### config.mk
export PLATFORM = sky130hd
export DESIGN_NAME = dfe_ecc_ctrl
export DESIGN_NICKNAME = d
export VERILOG_FILES = /design/src/design/dfe_pkg.sv /design/src/design/dfe_ecc_ctrl.sv /design/src/design/dfe_ecc_lfsr.sv /design/src/design/dfe_cmd_lock.sv
export VERILOG_INCLUDE_DIRS = /design/src /design/src/design
export SDC_FILE = /design/constraint.sdc
export NUM_CORES = 1
export LEC_CHECK = 0
export BUFFER_PORTS_ARGS = -buffer_cell sky130_fd_sc_hd__buf_2
export CORE_MARGIN = 8
export CORE_UTILIZATION = 50
export DETAILED_ROUTE_END_ITERATION = 6
export PLACE_DENSITY = 0.77
export SLEW_MARGIN = 20
export SYNTH_ARGS = -nofsm -noshare
export SYNTH_HDL_FRONTEND = slang
export SYNTH_SLANG_ARGS = --single-unit
export TNS_END_PERCENT = 10
### constraint.sdc
create_clock -name ref_clk -period 2.9 [get_ports ref_clk]
set_input_delay 0.29 -clock ref_clk [delete_from_list [all_inputs] [get_ports ref_clk]]
set_output_delay 0.29 -clock ref_clk [all_outputs]
set_load 0.05 [all_outputs]
### src/design/dfe_defines.svh
// register offsets, field positions and reset values of the ecc control
`ifndef DFE_DEFINES_SVH
`define DFE_DEFINES_SVH
`define DFE_ADDR_SECT     8'h4e
`define DFE_ADDR_ECC_CTL  8'h71
`define DFE_ADDR_CORR     8'h72
`define DFE_ADDR_SYN0     8'h73
`define DFE_ADDR_LOCK_REL 8'h73
`define DFE_ADDR_SYN1     8'h74
`define DFE_ADDR_SYN2     8'h75
`define DFE_ADDR_SYN3     8'h76
`define DFE_ADDR_MODE     8'h77
`define DFE_ECC_FUNC      0
`define DFE_ECC_SHIFT     1
`define DFE_ECC_FBDIS     2
`define DFE_ECC_CLR       3
`define DFE_ECC_SECBR     4
`define DFE_ECC_FRST      5
`define DFE_ECC_LEN56     6
`define DFE_ECC_REV       7
`define DFE_MODE_HSR      0
`define DFE_MODE_HRF_EN   1
`define DFE_MODE_HRF_SEL  2
`define DFE_MODE_PGM_IDX  5
`define DFE_MODE_HARD_SEC 7
`define DFE_ECC_CTL_RST   8'h20
`define DFE_SEARCH_BYTES  9'h100
`define DFE_LAST_BIT      3'h7
`endif

### src/design/dfe_pkg.sv
// types shared by the ecc control block
package dfe_pkg;
    typedef enum logic [1:0] {
        ECC_IDLE,
        ECC_REVERSE,
        ECC_SEARCH
    } dfe_ecc_state_type;
endpackage

### src/design/dfe_ecc_ctrl.sv
// formatter ecc control, sector extension and host lock registers
`timescale 1ns/1ps
`include "dfe_defines.svh"
module dfe_ecc_ctrl (
    input  wire logic       ref_clk,
    input  wire logic       srst,
    input  wire logic [7:0] reg_addr,
    input  wire logic       reg_wr,
    input  wire logic       reg_rd,
    input  wire logic [7:0] reg_wdata,
    output logic      [7:0] reg_rdata_ff,
    input  wire logic       disk_op_active,
    input  wire logic       disk_bit_valid,
    input  wire logic       disk_bit,
    input  wire logic       ecc_preset_ctrl,
    input  wire logic       inhibit_carry,
    input  wire logic       seq_underflow,
    output logic            underflow_pass_ff,
    input  wire logic       index_pin,
    input  wire logic       sector_pin,
    output logic            branch_cond_ff,
    output logic            fmt_reset_ff,
    output logic            gate_kill_ff,
    output logic            lines_drive_en_ff,
    output logic            ecc_busy_ff,
    output logic            corr_found_ff,
    input  wire logic       host_cmd,
    input  wire logic       host_auto_cmd,
    input  wire logic       host_stat_rd,
    output logic            bm_lock_ff,
    output logic            xfer_lock_ff,
    output logic            pwrdn_lock_ff,
    output logic            hrf_sel_lo_ff,
    output logic            hrf_sel_hi_ff
);
    logic [7:0]  sect_ff;
    logic [7:0]  ecc_ctl_ff;
    logic [7:0]  corr_ff;
    logic [7:0]  mode_ff;
    logic [8:0]  supp_cnt_ff;
    logic [2:0]  bit_cnt_ff;
    logic [8:0]  byte_cnt_ff;
    logic [2:0]  idx_sync_ff;
    logic [2:0]  sec_sync_ff;
    logic [55:0] syn;
    logic [55:0] load_val;
    logic [7:0]  syn_byte [4];
    logic [7:0]  nxt_ctl;
    logic [7:0]  rd_mux;
    logic        fmt_rst;
    logic        ctl_wr;
    logic        corr_wr;
    logic        found;
    logic        search_stop;
    logic        rev_done;
    logic        ecc_clr_now;
    logic        load_en;
    logic        shift_en;
    logic        din;
    logic        suppress;
    dfe_pkg::dfe_ecc_state_type state_ff;

    assign fmt_rst = ecc_ctl_ff[`DFE_ECC_FRST];
    assign ctl_wr  = reg_wr && reg_addr == `DFE_ADDR_ECC_CTL;
    assign corr_wr = reg_wr && reg_addr == `DFE_ADDR_CORR;

    // correctable: nonzero burst confined to the low byte of the length
    assign found = (ecc_ctl_ff[`DFE_ECC_LEN56] ? syn[55:8] == 48'h0
                                               : syn[31:8] == 24'h0)
                   && syn[7:0] != 8'h0;
    assign search_stop = state_ff == dfe_pkg::ECC_SEARCH
                         && bit_cnt_ff == 3'h0
                         && (found || byte_cnt_ff == `DFE_SEARCH_BYTES);
    assign rev_done = state_ff == dfe_pkg::ECC_REVERSE
                      && bit_cnt_ff == `DFE_LAST_BIT;
    // clearing waits while a disk operation runs
    assign ecc_clr_now = ecc_ctl_ff[`DFE_ECC_CLR] && !disk_op_active;

    // syndrome load: formatter reset preset, else a clear
    always_comb
    begin
        load_en  = fmt_rst || ecc_clr_now;
        load_val = 56'h0;
        if (fmt_rst && !ecc_preset_ctrl)
            load_val = {56{1'b1}};
    end

    // shift source: correction register, zeros in search, or disk bits
    always_comb
    begin
        shift_en = 1'b0;
        din      = 1'b0;
        case (state_ff)
            dfe_pkg::ECC_REVERSE:
            begin
                shift_en = 1'b1;
                din      = corr_ff[7];
            end
            dfe_pkg::ECC_SEARCH:
                shift_en = !search_stop;
            dfe_pkg::ECC_IDLE:
            begin
                shift_en = disk_bit_valid;
                din      = disk_bit;
            end
            default:
                shift_en = 1'b0;
        endcase
    end

    dfe_ecc_lfsr u_lfsr (
        .ref_clk  (ref_clk),
        .srst     (srst),
        .load_en  (load_en),
        .load_val (load_val),
        .shift_en (shift_en && !load_en),
        .din      (din),
        .len56    (ecc_ctl_ff[`DFE_ECC_LEN56]),
        .fb_dis   (ecc_ctl_ff[`DFE_ECC_FBDIS]),
        .rev      (ecc_ctl_ff[`DFE_ECC_REV]),
        .syn_ff   (syn)
    );

    // status bytes: bit 0 carries the top syndrome bit of the byte
    for (genvar k = 0; k < 4; k++)
    begin : g_byte
        for (genvar i = 0; i < 8; i++)
        begin : g_bit
            assign syn_byte[k][i] = ecc_ctl_ff[`DFE_ECC_LEN56]
                                    ? syn[24 + 8 * k + 7 - i]
                                    : syn[8 * k + 7 - i];
        end
    end

    // ecc control: firmware write, then device self-clears
    always_comb
    begin
        nxt_ctl = ecc_ctl_ff;
        if (ctl_wr)
            nxt_ctl = reg_wdata;
        else
        begin
            if (rev_done || search_stop)
                nxt_ctl[`DFE_ECC_SHIFT] = 1'b0;
            if (ecc_clr_now)
                nxt_ctl[`DFE_ECC_CLR] = 1'b0;
        end
        if (nxt_ctl[`DFE_ECC_FRST])
            nxt_ctl = `DFE_ECC_CTL_RST;
    end

    // hardware reset sets the formatter reset bit
    always_ff @(posedge ref_clk)
    begin
        if (srst)
            ecc_ctl_ff <= `DFE_ECC_CTL_RST;
        else
            ecc_ctl_ff <= nxt_ctl;
    end

    // ecc sequencing; a cleared shift bit also aborts a run
    always_ff @(posedge ref_clk)
    begin
        if (srst || fmt_rst || !ecc_ctl_ff[`DFE_ECC_SHIFT])
        begin
            state_ff    <= dfe_pkg::ECC_IDLE;
            bit_cnt_ff  <= 3'h0;
            byte_cnt_ff <= 9'h0;
        end
        else
        begin
            case (state_ff)
                dfe_pkg::ECC_IDLE:
                begin
                    bit_cnt_ff  <= 3'h0;
                    byte_cnt_ff <= 9'h0;
                    if (ecc_ctl_ff[`DFE_ECC_FUNC])
                        state_ff <= dfe_pkg::ECC_SEARCH;
                    else
                        state_ff <= dfe_pkg::ECC_REVERSE;
                end
                dfe_pkg::ECC_REVERSE:
                begin
                    bit_cnt_ff <= bit_cnt_ff + 3'h1;
                    if (rev_done)
                        state_ff <= dfe_pkg::ECC_IDLE;
                end
                dfe_pkg::ECC_SEARCH:
                begin
                    if (search_stop)
                        state_ff <= dfe_pkg::ECC_IDLE;
                    else
                    begin
                        bit_cnt_ff <= bit_cnt_ff + 3'h1;
                        if (bit_cnt_ff == `DFE_LAST_BIT)
                            byte_cnt_ff <= byte_cnt_ff + 9'h1;
                    end
                end
                default:
                    state_ff <= dfe_pkg::ECC_IDLE;
            endcase
        end
    end

    // correction register: byte counter or shift register
    always_ff @(posedge ref_clk)
    begin
        if (srst || fmt_rst)
            corr_ff <= 8'h0;
        else if (state_ff == dfe_pkg::ECC_REVERSE)
            corr_ff <= {corr_ff[6:0], 1'b0};
        else if (state_ff == dfe_pkg::ECC_SEARCH && !search_stop
                 && bit_cnt_ff == `DFE_LAST_BIT)
            corr_ff <= corr_ff + 8'h1;
        else if (corr_wr)
            corr_ff <= reg_wdata;
    end

    // correctable flag; finding beats the clear by function bit
    always_ff @(posedge ref_clk)
    begin
        if (srst || fmt_rst)
            corr_found_ff <= 1'b0;
        else if (search_stop && found)
            corr_found_ff <= 1'b1;
        else if (!ecc_ctl_ff[`DFE_ECC_FUNC])
            corr_found_ff <= 1'b0;
    end

    // sector length register survives a formatter reset
    always_ff @(posedge ref_clk)
    begin
        if (srst)
            sect_ff <= 8'h0;
        else if (reg_wr && reg_addr == `DFE_ADDR_SECT)
            sect_ff <= reg_wdata;
    end

    // underflows up to register value plus one are swallowed
    assign suppress = inhibit_carry && supp_cnt_ff <= {1'b0, sect_ff};
    always_ff @(posedge ref_clk)
    begin
        if (srst || fmt_rst || !inhibit_carry)
            supp_cnt_ff <= 9'h0;
        else if (seq_underflow && suppress)
            supp_cnt_ff <= supp_cnt_ff + 9'h1;
    end

    always_ff @(posedge ref_clk)
    begin
        if (srst || fmt_rst)
            underflow_pass_ff <= 1'b0;
        else
            underflow_pass_ff <= seq_underflow && !suppress;
    end

    // pins are asynchronous: two stages before the edge detect
    always_ff @(posedge ref_clk)
    begin
        if (srst)
        begin
            idx_sync_ff <= 3'h0;
            sec_sync_ff <= 3'h0;
        end
        else
        begin
            idx_sync_ff <= {idx_sync_ff[1:0], index_pin};
            sec_sync_ff <= {sec_sync_ff[1:0], sector_pin};
        end
    end

    // sector pulses count only in hard sector mode
    always_ff @(posedge ref_clk)
    begin
        if (srst || fmt_rst)
            branch_cond_ff <= 1'b0;
        else
            branch_cond_ff <= (idx_sync_ff[1] && !idx_sync_ff[2])
                || mode_ff[`DFE_MODE_PGM_IDX]
                || (ecc_ctl_ff[`DFE_ECC_SECBR]
                    && mode_ff[`DFE_MODE_HARD_SEC]
                    && sec_sync_ff[1] && !sec_sync_ff[2]);
    end

    // formatter halt: gates dropped, disk side lines floated
    always_ff @(posedge ref_clk)
    begin
        if (srst)
        begin
            fmt_reset_ff      <= 1'b1;
            gate_kill_ff      <= 1'b1;
            lines_drive_en_ff <= 1'b0;
        end
        else
        begin
            fmt_reset_ff      <= fmt_rst;
            gate_kill_ff      <= fmt_rst;
            lines_drive_en_ff <= !fmt_rst;
        end
    end

    // mode register; only power-on reset touches it
    always_ff @(posedge ref_clk)
    begin
        if (srst)
            mode_ff <= 8'h0;
        else
        begin
            if (reg_wr && reg_addr == `DFE_ADDR_MODE)
                mode_ff[7:1] <= reg_wdata[7:1];
            if (host_stat_rd)
                mode_ff[`DFE_MODE_HSR] <= 1'b1;
            else if (reg_rd && reg_addr == `DFE_ADDR_MODE)
                mode_ff[`DFE_MODE_HSR] <= 1'b0;
        end
    end

    // window decode registered for the host file select
    always_ff @(posedge ref_clk)
    begin
        if (srst)
        begin
            hrf_sel_lo_ff <= 1'b0;
            hrf_sel_hi_ff <= 1'b0;
        end
        else
        begin
            hrf_sel_lo_ff <= mode_ff[`DFE_MODE_HRF_EN]
                             && mode_ff[`DFE_MODE_HRF_SEL];
            hrf_sel_hi_ff <= mode_ff[`DFE_MODE_HRF_EN]
                             && !mode_ff[`DFE_MODE_HRF_SEL];
        end
    end

    dfe_cmd_lock u_lock (
        .ref_clk       (ref_clk),
        .srst          (srst),
        .host_cmd      (host_cmd),
        .host_auto_cmd (host_auto_cmd),
        .release_wr    (reg_wr && reg_addr == `DFE_ADDR_LOCK_REL),
        .bm_lock_ff    (bm_lock_ff),
        .xfer_lock_ff  (xfer_lock_ff),
        .pwrdn_lock_ff (pwrdn_lock_ff)
    );

    // read mux; status bytes are only meaningful while idle
    always_comb
    begin
        case (reg_addr)
            `DFE_ADDR_SECT:    rd_mux = sect_ff;
            `DFE_ADDR_ECC_CTL: rd_mux = ecc_ctl_ff;
            `DFE_ADDR_CORR:    rd_mux = corr_ff;
            `DFE_ADDR_SYN0:    rd_mux = syn_byte[0];
            `DFE_ADDR_SYN1:    rd_mux = syn_byte[1];
            `DFE_ADDR_SYN2:    rd_mux = syn_byte[2];
            `DFE_ADDR_SYN3:    rd_mux = syn_byte[3];
            `DFE_ADDR_MODE:    rd_mux = mode_ff;
            default:           rd_mux = 8'h0;
        endcase
    end

    always_ff @(posedge ref_clk)
    begin
        if (srst)
        begin
            reg_rdata_ff <= 8'h0;
            ecc_busy_ff  <= 1'b0;
        end
        else
        begin
            if (reg_rd)
                reg_rdata_ff <= rd_mux;
            ecc_busy_ff <= state_ff != dfe_pkg::ECC_IDLE;
        end
    end
endmodule

### src/design/dfe_ecc_lfsr.sv
// 56/32-bit ecc shift register with forward and reverse feedback
`timescale 1ns/1ps
module dfe_ecc_lfsr #(
    parameter logic [55:0] FWD_POLY56 = 56'h00000000000001,
    parameter logic [31:0] FWD_POLY32 = 32'h00000001,
    parameter logic [55:0] REV_POLY56 = 56'h80000000000000,
    parameter logic [31:0] REV_POLY32 = 32'h80000000
) (
    input  wire logic        ref_clk,
    input  wire logic        srst,
    input  wire logic        load_en,
    input  wire logic [55:0] load_val,
    input  wire logic        shift_en,
    input  wire logic        din,
    input  wire logic        len56,
    input  wire logic        fb_dis,
    input  wire logic        rev,
    output logic      [55:0] syn_ff
);
    logic [55:0] mask;
    logic [55:0] top;
    logic [55:0] nxt_syn;
    logic        fb;

    // one bit per clock; feedback off turns it into a plain delay line
    always_comb
    begin
        mask = len56 ? {56{1'b1}} : {24'h0, 32'hffffffff};
        top  = len56 ? {1'b1, 55'h0} : {24'h0, 1'b1, 31'h0};
        if (!rev)
        begin
            fb = din ^ (len56 ? syn_ff[55] : syn_ff[31]);
            nxt_syn = {syn_ff[54:0], fb_dis & din};
            if (!fb_dis && fb)
                nxt_syn = nxt_syn ^ (len56 ? FWD_POLY56
                                           : {24'h0, FWD_POLY32});
        end
        else
        begin
            fb = din ^ syn_ff[0];
            // bits above the selected length must not leak downwards
            nxt_syn = {1'b0, syn_ff[55:1] & mask[55:1]}
                      | (fb_dis && din ? top : 56'h0);
            if (!fb_dis && fb)
                nxt_syn = nxt_syn ^ (len56 ? REV_POLY56
                                           : {24'h0, REV_POLY32});
        end
        nxt_syn = nxt_syn & mask;
    end

    // reset presets to ones; a load beats a shift
    always_ff @(posedge ref_clk)
    begin
        if (srst)
            syn_ff <= {56{1'b1}};
        else if (load_en)
            syn_ff <= load_val;
        else if (shift_en)
            syn_ff <= nxt_syn;
    end
endmodule

### src/design/dfe_cmd_lock.sv
// host command lock over buffer, transfer path and power-down bit
`timescale 1ns/1ps
module dfe_cmd_lock (
    input  wire logic ref_clk,
    input  wire logic srst,
    input  wire logic host_cmd,
    input  wire logic host_auto_cmd,
    input  wire logic release_wr,
    output logic      bm_lock_ff,
    output logic      xfer_lock_ff,
    output logic      pwrdn_lock_ff
);
    // a command in the same cycle as a release keeps the lock
    always_ff @(posedge ref_clk)
    begin
        if (srst)
        begin
            bm_lock_ff    <= 1'b0;
            xfer_lock_ff  <= 1'b0;
            pwrdn_lock_ff <= 1'b0;
        end
        else if (host_cmd)
        begin
            bm_lock_ff    <= bm_lock_ff | host_auto_cmd;
            xfer_lock_ff  <= xfer_lock_ff | host_auto_cmd;
            pwrdn_lock_ff <= 1'b1;
        end
        else if (release_wr)
        begin
            bm_lock_ff    <= 1'b0;
            xfer_lock_ff  <= 1'b0;
            pwrdn_lock_ff <= 1'b0;
        end
    end
endmodule

==> flow_summary.toml, run 1 <==
[global_routing]
grt_overflow = 0
grt_max_degree = 51
grt_pass1_wl_um = 33400
gr-usage-all-layers_pct = 22.5
grt_pass1_vias = 6295
antenna_found_initial = 0

[placement]
dp_hpwl_um = 14600
place.gp.congestion = 0.922
portBuffers = 50

[logic_synthesis]
synth.avg_cell_area_um2 = 8.48
syn_nets = 915
synth_top_family_by_area = "compound AO/OA/AOI/OAI gates"
async_flop_share_pct = 0
yosysSeqAreaShare_pct = 37.1
ys_ff_latch = 136
syn-cell-area_mm2 = 0.00733
synth-simple-area-share_pct = 20.3
synth-xor-area-share_pct = 1.43
synth.distinct_cells = 66
synthAdderAreaFrac_pct = 3.24
synthMuxAreaShare_pct = 8.75
synth_top_flop_cell = "dfxtp_1"
syn_inst = 865
synth_compound_gate_area_share_pct = 23.8
synth_edf_count = 0
yosys_warnings = 0

[floorplanning]
fp.dieH_um = 137
core.rowCount = 44
start_util_pct = 50.8
die-area_mm2 = 0.0188
die_w_um = 137
io_pins = 51
coreArea_mm2 = 0.0144

[finish]
area_delta_synth_final_pct = 14.2
n_antenna_cell = 0
nets = 946
seqCellArea_mm2 = 0.00273
multi_input_area_mm2 = 0.00423
drive_gt1_share_pct = 16.0
fillCellCount = 1287

[setup_path]
critPathMaxStageDelay_ns = 0.51
cpMaxStageDelayCell = "or4_1"
crit_type = "reg -> reg"
worstPathArrival_ns = 2.88
cpMostUsedCell = "a21o_1"
worstPathCellList = "inv_1 -> ha_1 -> a21o_1 -> a21o_1 -> a211o_1 -> a21oi_2 -> nor2_2 -> or4_1 -> a21oi_1"
endpoint_kind = "flop"
start_kind = "flop"
worst_r2r_endpoint = "supp_cnt_ff[7]"
required_ns = 3.24
crit_buf_inv = 1
rrSetupSlack_ns = 0.36
r2r-start = "sect_ff[2]"
crit_fanout = 10
r2r_cells = 9
critPathTopFamily = "compound AO/OA/AOI/OAI gates"

[route]
wire_per_inst_um = 19.4
vias = 6952
wirelength_um = 21100
ant_nets = 0
drc_errors = 0
dr.pass1.iters = 6
vias_per_cell = 6.37
drt_iter0_drc = 943

[timing]
slew_violations = 0
whs_ns = 0.0710
fin_crit_sh_pct = 87.5
worstMarginPinSlew_ns = 0.845
clock_skew_ns = 0.00645
fmax_ghz = 0.394
hold_viol_final = 0
rsz0062_at_grt = "no"
finalCriticalPeriod_ns = 2.54
setup_viol = 0
slew_headroom_pct = 43.2
finalSetupTns_ns = 0

[cts]
cts_tree = "done"
cts-hold-fix-buffers = 0
postCtsSetupBuffers = 0
clock_latency_ns = 0.42
cts.sinks = 136
clk_pin_slew_worst_paths_ns = 0.06
cts-resized-gates = 0
cts_buffers = 17
cts_max_level = 4
clk_path_buf_depth = 2
cts_root_buffer = "clkbuf_16"

[hold_path]
hold_start = "host_stat_rd"
hold_path_depth = 3
hold_end = "mode_ff[0]"
hold_class = "in -> reg"

[power_and_ir_drop]
power_w = 0.00458
p_per_area_mw_per_mm2 = 547
ir_drop_mv = 0.404
p_leak_nw = 3.03

[job]
max_cap_viol_count = 0

[outcome]
outcome = "complete, no violations"
-- flip-flops by register name, summed over array words and instances, names as in the netlist, 2 cells and up --
signal	count
u_lfsr.syn_ff	56
byte_cnt_ff	9
supp_cnt_ff	9
corr_ff	8
ecc_ctl_ff	8
mode_ff	8
reg_rdata_ff	8
sect_ff	8
bit_cnt_ff	3
idx_sync_ff	3
sec_sync_ff	3
state_ff	2
-- cell usage in the layout, fill, tap and decap left out, types with 6 or more instances in the layout --
cell type / count
dfxtp_1: 134
a21oi_1: 83
nand2_1: 65
nor2_1: 54
buf_2: 50
nand3_1: 49
mux2i_1: 45
a221oi_1: 39
inv_1: 38
o21ai_0: 31
ha_1: 19
a211oi_1: 17
mux2_2: 17
clkbuf_16: 17
nand2b_1: 16
a22oi_1: 16
buf_4: 16
nor2b_1: 15
nor4_1: 14
nand4_1: 13
a21oi_2: 9
o31ai_1: 9
xor2_1: 8
a31oi_1: 8
nor3_1: 8
or3_1: 7
o21ai_1: 7
and3_1: 6
o21a_1: 6
-- kinds of logic after synthesis --
group           after synthesis
compound gates              260
xor+xnor                     12
fa+ha+maj                    19
buf+inv                      95
flops                       136
mux                          62
simple gates                281
-- stage by stage --
| stage | cell area (µm²) | setup slack, ns | utilization [%] | std cells |
|---|---|---|---|---|
| final | 8370 | 0.363 | 58.1 | 1092 |
| after CTS | 8370 | 0.378 | 58.1 | 1092 |
| after global placement | 7750 | 0.521 | 53.8 | 1061 |
| after global routing | 8370 | 0.266 | 58.1 | 1092 |
| after floorplan | 7330 | 0.638 | - | 865 |
| after detailed placement | 7750 | 0.453 | 53.8 | 1061 |
-- worst min-delay path, stage by stage --
cell and delay, ns:
buf_2 0.07, a21oi_1 0.03, nor2_1 0.07
-- routing by layer --
metal | up-vias | global-route usage [%] | share of wire [%] | routed length [µm]
met2 | 342 | 34.4 | 45 | 9570
met3 | 51 | 4.96 | 8.4 | 1770
met1 | 3279 | 30.2 | 44 | 9210
met4 | 0 | 8.69 | 2.8 | 590
met5 | - | 0 | 0 | 0
li1 | 3280 | - | - | -
-- report_power, final --
part	leakage [nW]	switching, W	total (W)	internal [W]
Sequential	1.12	0.0000789	0.00201	0.00193
Combinational	1.61	0.000165	0.000268	0.000103
Clock	0.297	0.000847	0.00231	0.00146
Total	3.03	0.00109	0.00458	0.00349
-- final cells by class --
class,instances,area share [%]
clock buffer,20,5.33
clock inverter,11,2.05
inverter,38,1.70
multi-input combinational,634,50.5
sequential,136,32.5
tap,184,2.75
timing repair buffer,69,5.14
-- worst max path at each step --
stage / start / endpoint / slack (ns) / cells past startpoint
2_1_floorplan: sect_ff[2] / supp_cnt_ff[5] / 0.64 / 9
3_3_place_gp: reg_addr[7] / reg_rdata_ff[1] / 0.52 / 7
3_5_place_dp: sect_ff[2] / supp_cnt_ff[5] / 0.45 / 9
4_1_cts: sect_ff[2] / supp_cnt_ff[7] / 0.38 / 9
5_1_grt: sect_ff[2] / supp_cnt_ff[7] / 0.27 / 9
6_report: sect_ff[2] / supp_cnt_ff[7] / 0.36 / 9
-- Yosys cell counts (all sizes together) (17+ instances only) --
cell type	count	share of area [%]
a211oi	17	1.7
a21oi	92	6.7
a221oi	39	4.7
buf	21	1.6
clkbuf	36	1.8
dfxtp	136	37
ha	19	3.2
inv	38	1.9
mux2	17	2.6
mux2i	45	6.1
nand2	67	3.6
nand3	49	3.3
nor2	61	3.8
o21ai	38	2.6
No activity file was read; power rests on OpenSTA's default activity.
==> inputs of run 2 (changes only) <==
Settings changed: ABC_AREA from default to 1.
==> flow_summary.toml, run 2 <==
[outcome]
outcome = "complete, no violations"

[logic_synthesis]
syn_inst = 1148
yosys_warnings = 0
synth-xor-area-share_pct = 1.86
synth.distinct_cells = 37
async_flop_share_pct = 0
yosys.area.top_type = "dfxtp_1"
synth_top_area_share_pct = 36.1
ys_top_cells_by_area = "dfxtp_1 36%, nand2_1 14%, o21ai_0 9.0%"
synth_top_flop_cell = "dfxtp_1"
synth-simple-area-share_pct = 28.3
synth_compound_gate_area_share_pct = 21.0
synthAdderAreaFrac_pct = 3.15
syn_nets = 1198
synthTopCellsByCount = "283 x nand2_1, 136 x dfxtp_1, 136 x o21ai_0"
synth.most_common_cell = "nand2_1"
synth_edf_count = 0
synth_top_family_by_area = "simple AND/OR/NAND/NOR gates"
yosysSeqAreaShare_pct = 36.1
ys_ff_latch = 136
synthMuxAreaShare_pct = 0
syn-cell-area_mm2 = 0.00755
synth.avg_cell_area_um2 = 6.58

[timing]
finalCriticalPeriod_ns = 2.40
fmax_ghz = 0.416
setup_viol = 0
clock_skew_ns = 0.00849
finalSetupTns_ns = 0
slew_violations = 0
fin_crit_sh_pct = 82.8
hold_viol_final = 0
worstMarginPinSlew_ns = 0.925
slew_headroom_pct = 38.2
rsz0062_at_grt = "no"

[placement]
portBuffers = 50
dp_hpwl_um = 15700
placed_cell_area_mm2 = 0.00786
place.gp.congestion = 0.976

[power_and_ir_drop]
p_leak_nw = 3.55
p_per_area_mw_per_mm2 = 543
ir_drop_mv = 0.427
power_w = 0.00461

[setup_path]
crit_type = "reg -> reg"
rrSetupSlack_ns = 0.50
crit_fanout = 28
start_kind = "flop"
r2r-start = "state_ff[0]"
r2r_cells = 14
worst_r2r_endpoint = "u_lfsr.syn_ff[48]"
worstPathArrival_ns = 2.74
endpoint_kind = "flop"
required_ns = 3.24

[cts]
cts_root_buffer = "clkbuf_16"
postCtsSetupBuffers = 0
cts_max_level = 4
clk_pin_slew_worst_paths_ns = 0.06
cts-hold-fix-buffers = 0
cts_tree = "done"
clock_latency_ns = 0.42
cts-resized-gates = 0
cts_buffers = 17
cts.sinks = 136
clk_path_buf_depth = 2

[finish]
nets = 1228
fillCellCount = 1385
multi_input_area_mm2 = 0.00410
final_cell_mix = "283 x nand2_1, 136 x o21ai_0, 136 x dfxtp_1, 117 x inv_1, 106 x a21oi_1"
final_common_cell = "nand2_1"
fin_area_mm2 = 0.00850
regMostFlops = "u_lfsr.syn_ff"
top_regs = "u_lfsr.syn_ff x56, byte_cnt_ff x9, supp_cnt_ff x9"
seqCellArea_mm2 = 0.00272
drive_gt1_share_pct = 8.91
largest_register_ffs = 56
area_delta_synth_final_pct = 12.6
n_antenna_cell = 0

[hold_path]
hold_path_depth = 3
hold_end = "sec_sync_ff[0]"
hold_start = "sector_pin"
hold_class = "in -> reg"

[floorplanning]
io_pins = 51
die_w_um = 139
die-area_mm2 = 0.0193
coreArea_mm2 = 0.0150
core.rowCount = 45
fp.dieH_um = 139
start_util_pct = 50.4

[route]
drt_iter0_drc = 1154
met3_length_um = 2270
met1_length_um = 9780
vias_per_cell = 5.70
dr.pass1.iters = 5
dr_wl_met2_um = 9540
wirelength_um = 22200
ant_nets = 0
drc_errors = 0
vias = 7858
wire_per_inst_um = 16.1
top_layer_used = "met4"

[job]
max_cap_viol_count = 0

[global_routing]
antenna_found_initial = 0
grt_pass1_wl_um = 36200
grt_overflow = 0
grt_max_degree = 67
grt_pass1_vias = 7054
gr-usage-all-layers_pct = 22.9
run 2: changes by cell type after synthesis, sizes merged, moves of 13 or more:
cell	before	now
inv	38	118
nand3	49	72
mux2i	45	0
a21oi	92	107
nor2b	15	0
nand2	67	287
a221oi	39	0
mux2	17	0
nor3	10	23
nand2b	16	0
a22oi	16	0
nor2	61	101
o21ai	38	155
run 2: where the power goes:
| part | total (W) | internal [W] | leakage (nW) | switching, W |
|---|---|---|---|---|
| sequential | 0.00197 | 0.00192 | 1.11 | 0.0000460 |
| combinational | 0.000261 | 0.0000858 | 2.12 | 0.000175 |
| clock | 0.00239 | 0.00159 | 0.313 | 0.000800 |
run 2: critical path, stage by stage (launching register included):
cell and delay (ns):
dfxtp_1 0.43, inv_1 0.09, ha_1 0.25, nand2_1 0.08
nor2_1 0.05, nand2_1 0.08, nor2_2 0.04, nand2_1 0.11
nand3_2 0.13, nand2_4 0.15, nand2_4 0.07, nand2_4 0.23
buf_4 0.34, o21ai_0 0.14, nand3_1 0.11
run 2: per-layer routing:
layer | vias to the layer above | GRT usage (%)
li1 | 3870 | -
met1 | 3531 | 30.7
met2 | 401 | 34.0
met3 | 56 | 6.33
met4 | 0 | 8.95
met5 | - | 0
run 2: logic make-up after synthesis:
kind of cell | Yosys count
flip-flops | 136
buffers and inverters | 172
XOR/XNOR | 16
adder cells (fa/ha/maj) | 19
AND/OR/NAND/NOR | 508
AO/OA/AOI/OAI | 297
run 2: worst max path at each step:
stage          depth (start not counted)                end            from
3_3_place_gp                          12  u_lfsr.syn_ff[26]  byte_cnt_ff[0]
6_report                              14  u_lfsr.syn_ff[48]     state_ff[0]
5_1_grt                               14  u_lfsr.syn_ff[40]     state_ff[0]
3_5_place_dp                          14  u_lfsr.syn_ff[48]     state_ff[0]
2_1_floorplan                         14  u_lfsr.syn_ff[10]     state_ff[0]
4_1_cts                               14  u_lfsr.syn_ff[48]     state_ff[0]
run 2: metrics by stage:
step	cells	utilization, %	hold slack [ns]	worst slack, ns
6_report	1378	56.8	0.0728	0.499
5_1_grt	1378	56.8	0.0702	0.221
4_1_cts	1378	56.8	0.0618	0.548
3_5_place_dp	1347	52.5	0.403	0.583
3_3_place_gp	1347	52.5	0.393	0.659
2_1_floorplan	1148	-	0.388	1.05
run 2: area by class of cell:
| type | instances | share of cell area, % |
|---|---|---|
| Multi-Input combinational cell | 840 | 48.2 |
| Clock inverter | 8 | 1.97 |
| Sequential cell | 136 | 32.0 |
| Tap cell | 188 | 2.77 |
| Timing Repair Buffer | 63 | 4.09 |
| Inverter | 120 | 5.33 |
| Clock buffer | 23 | 5.62 |
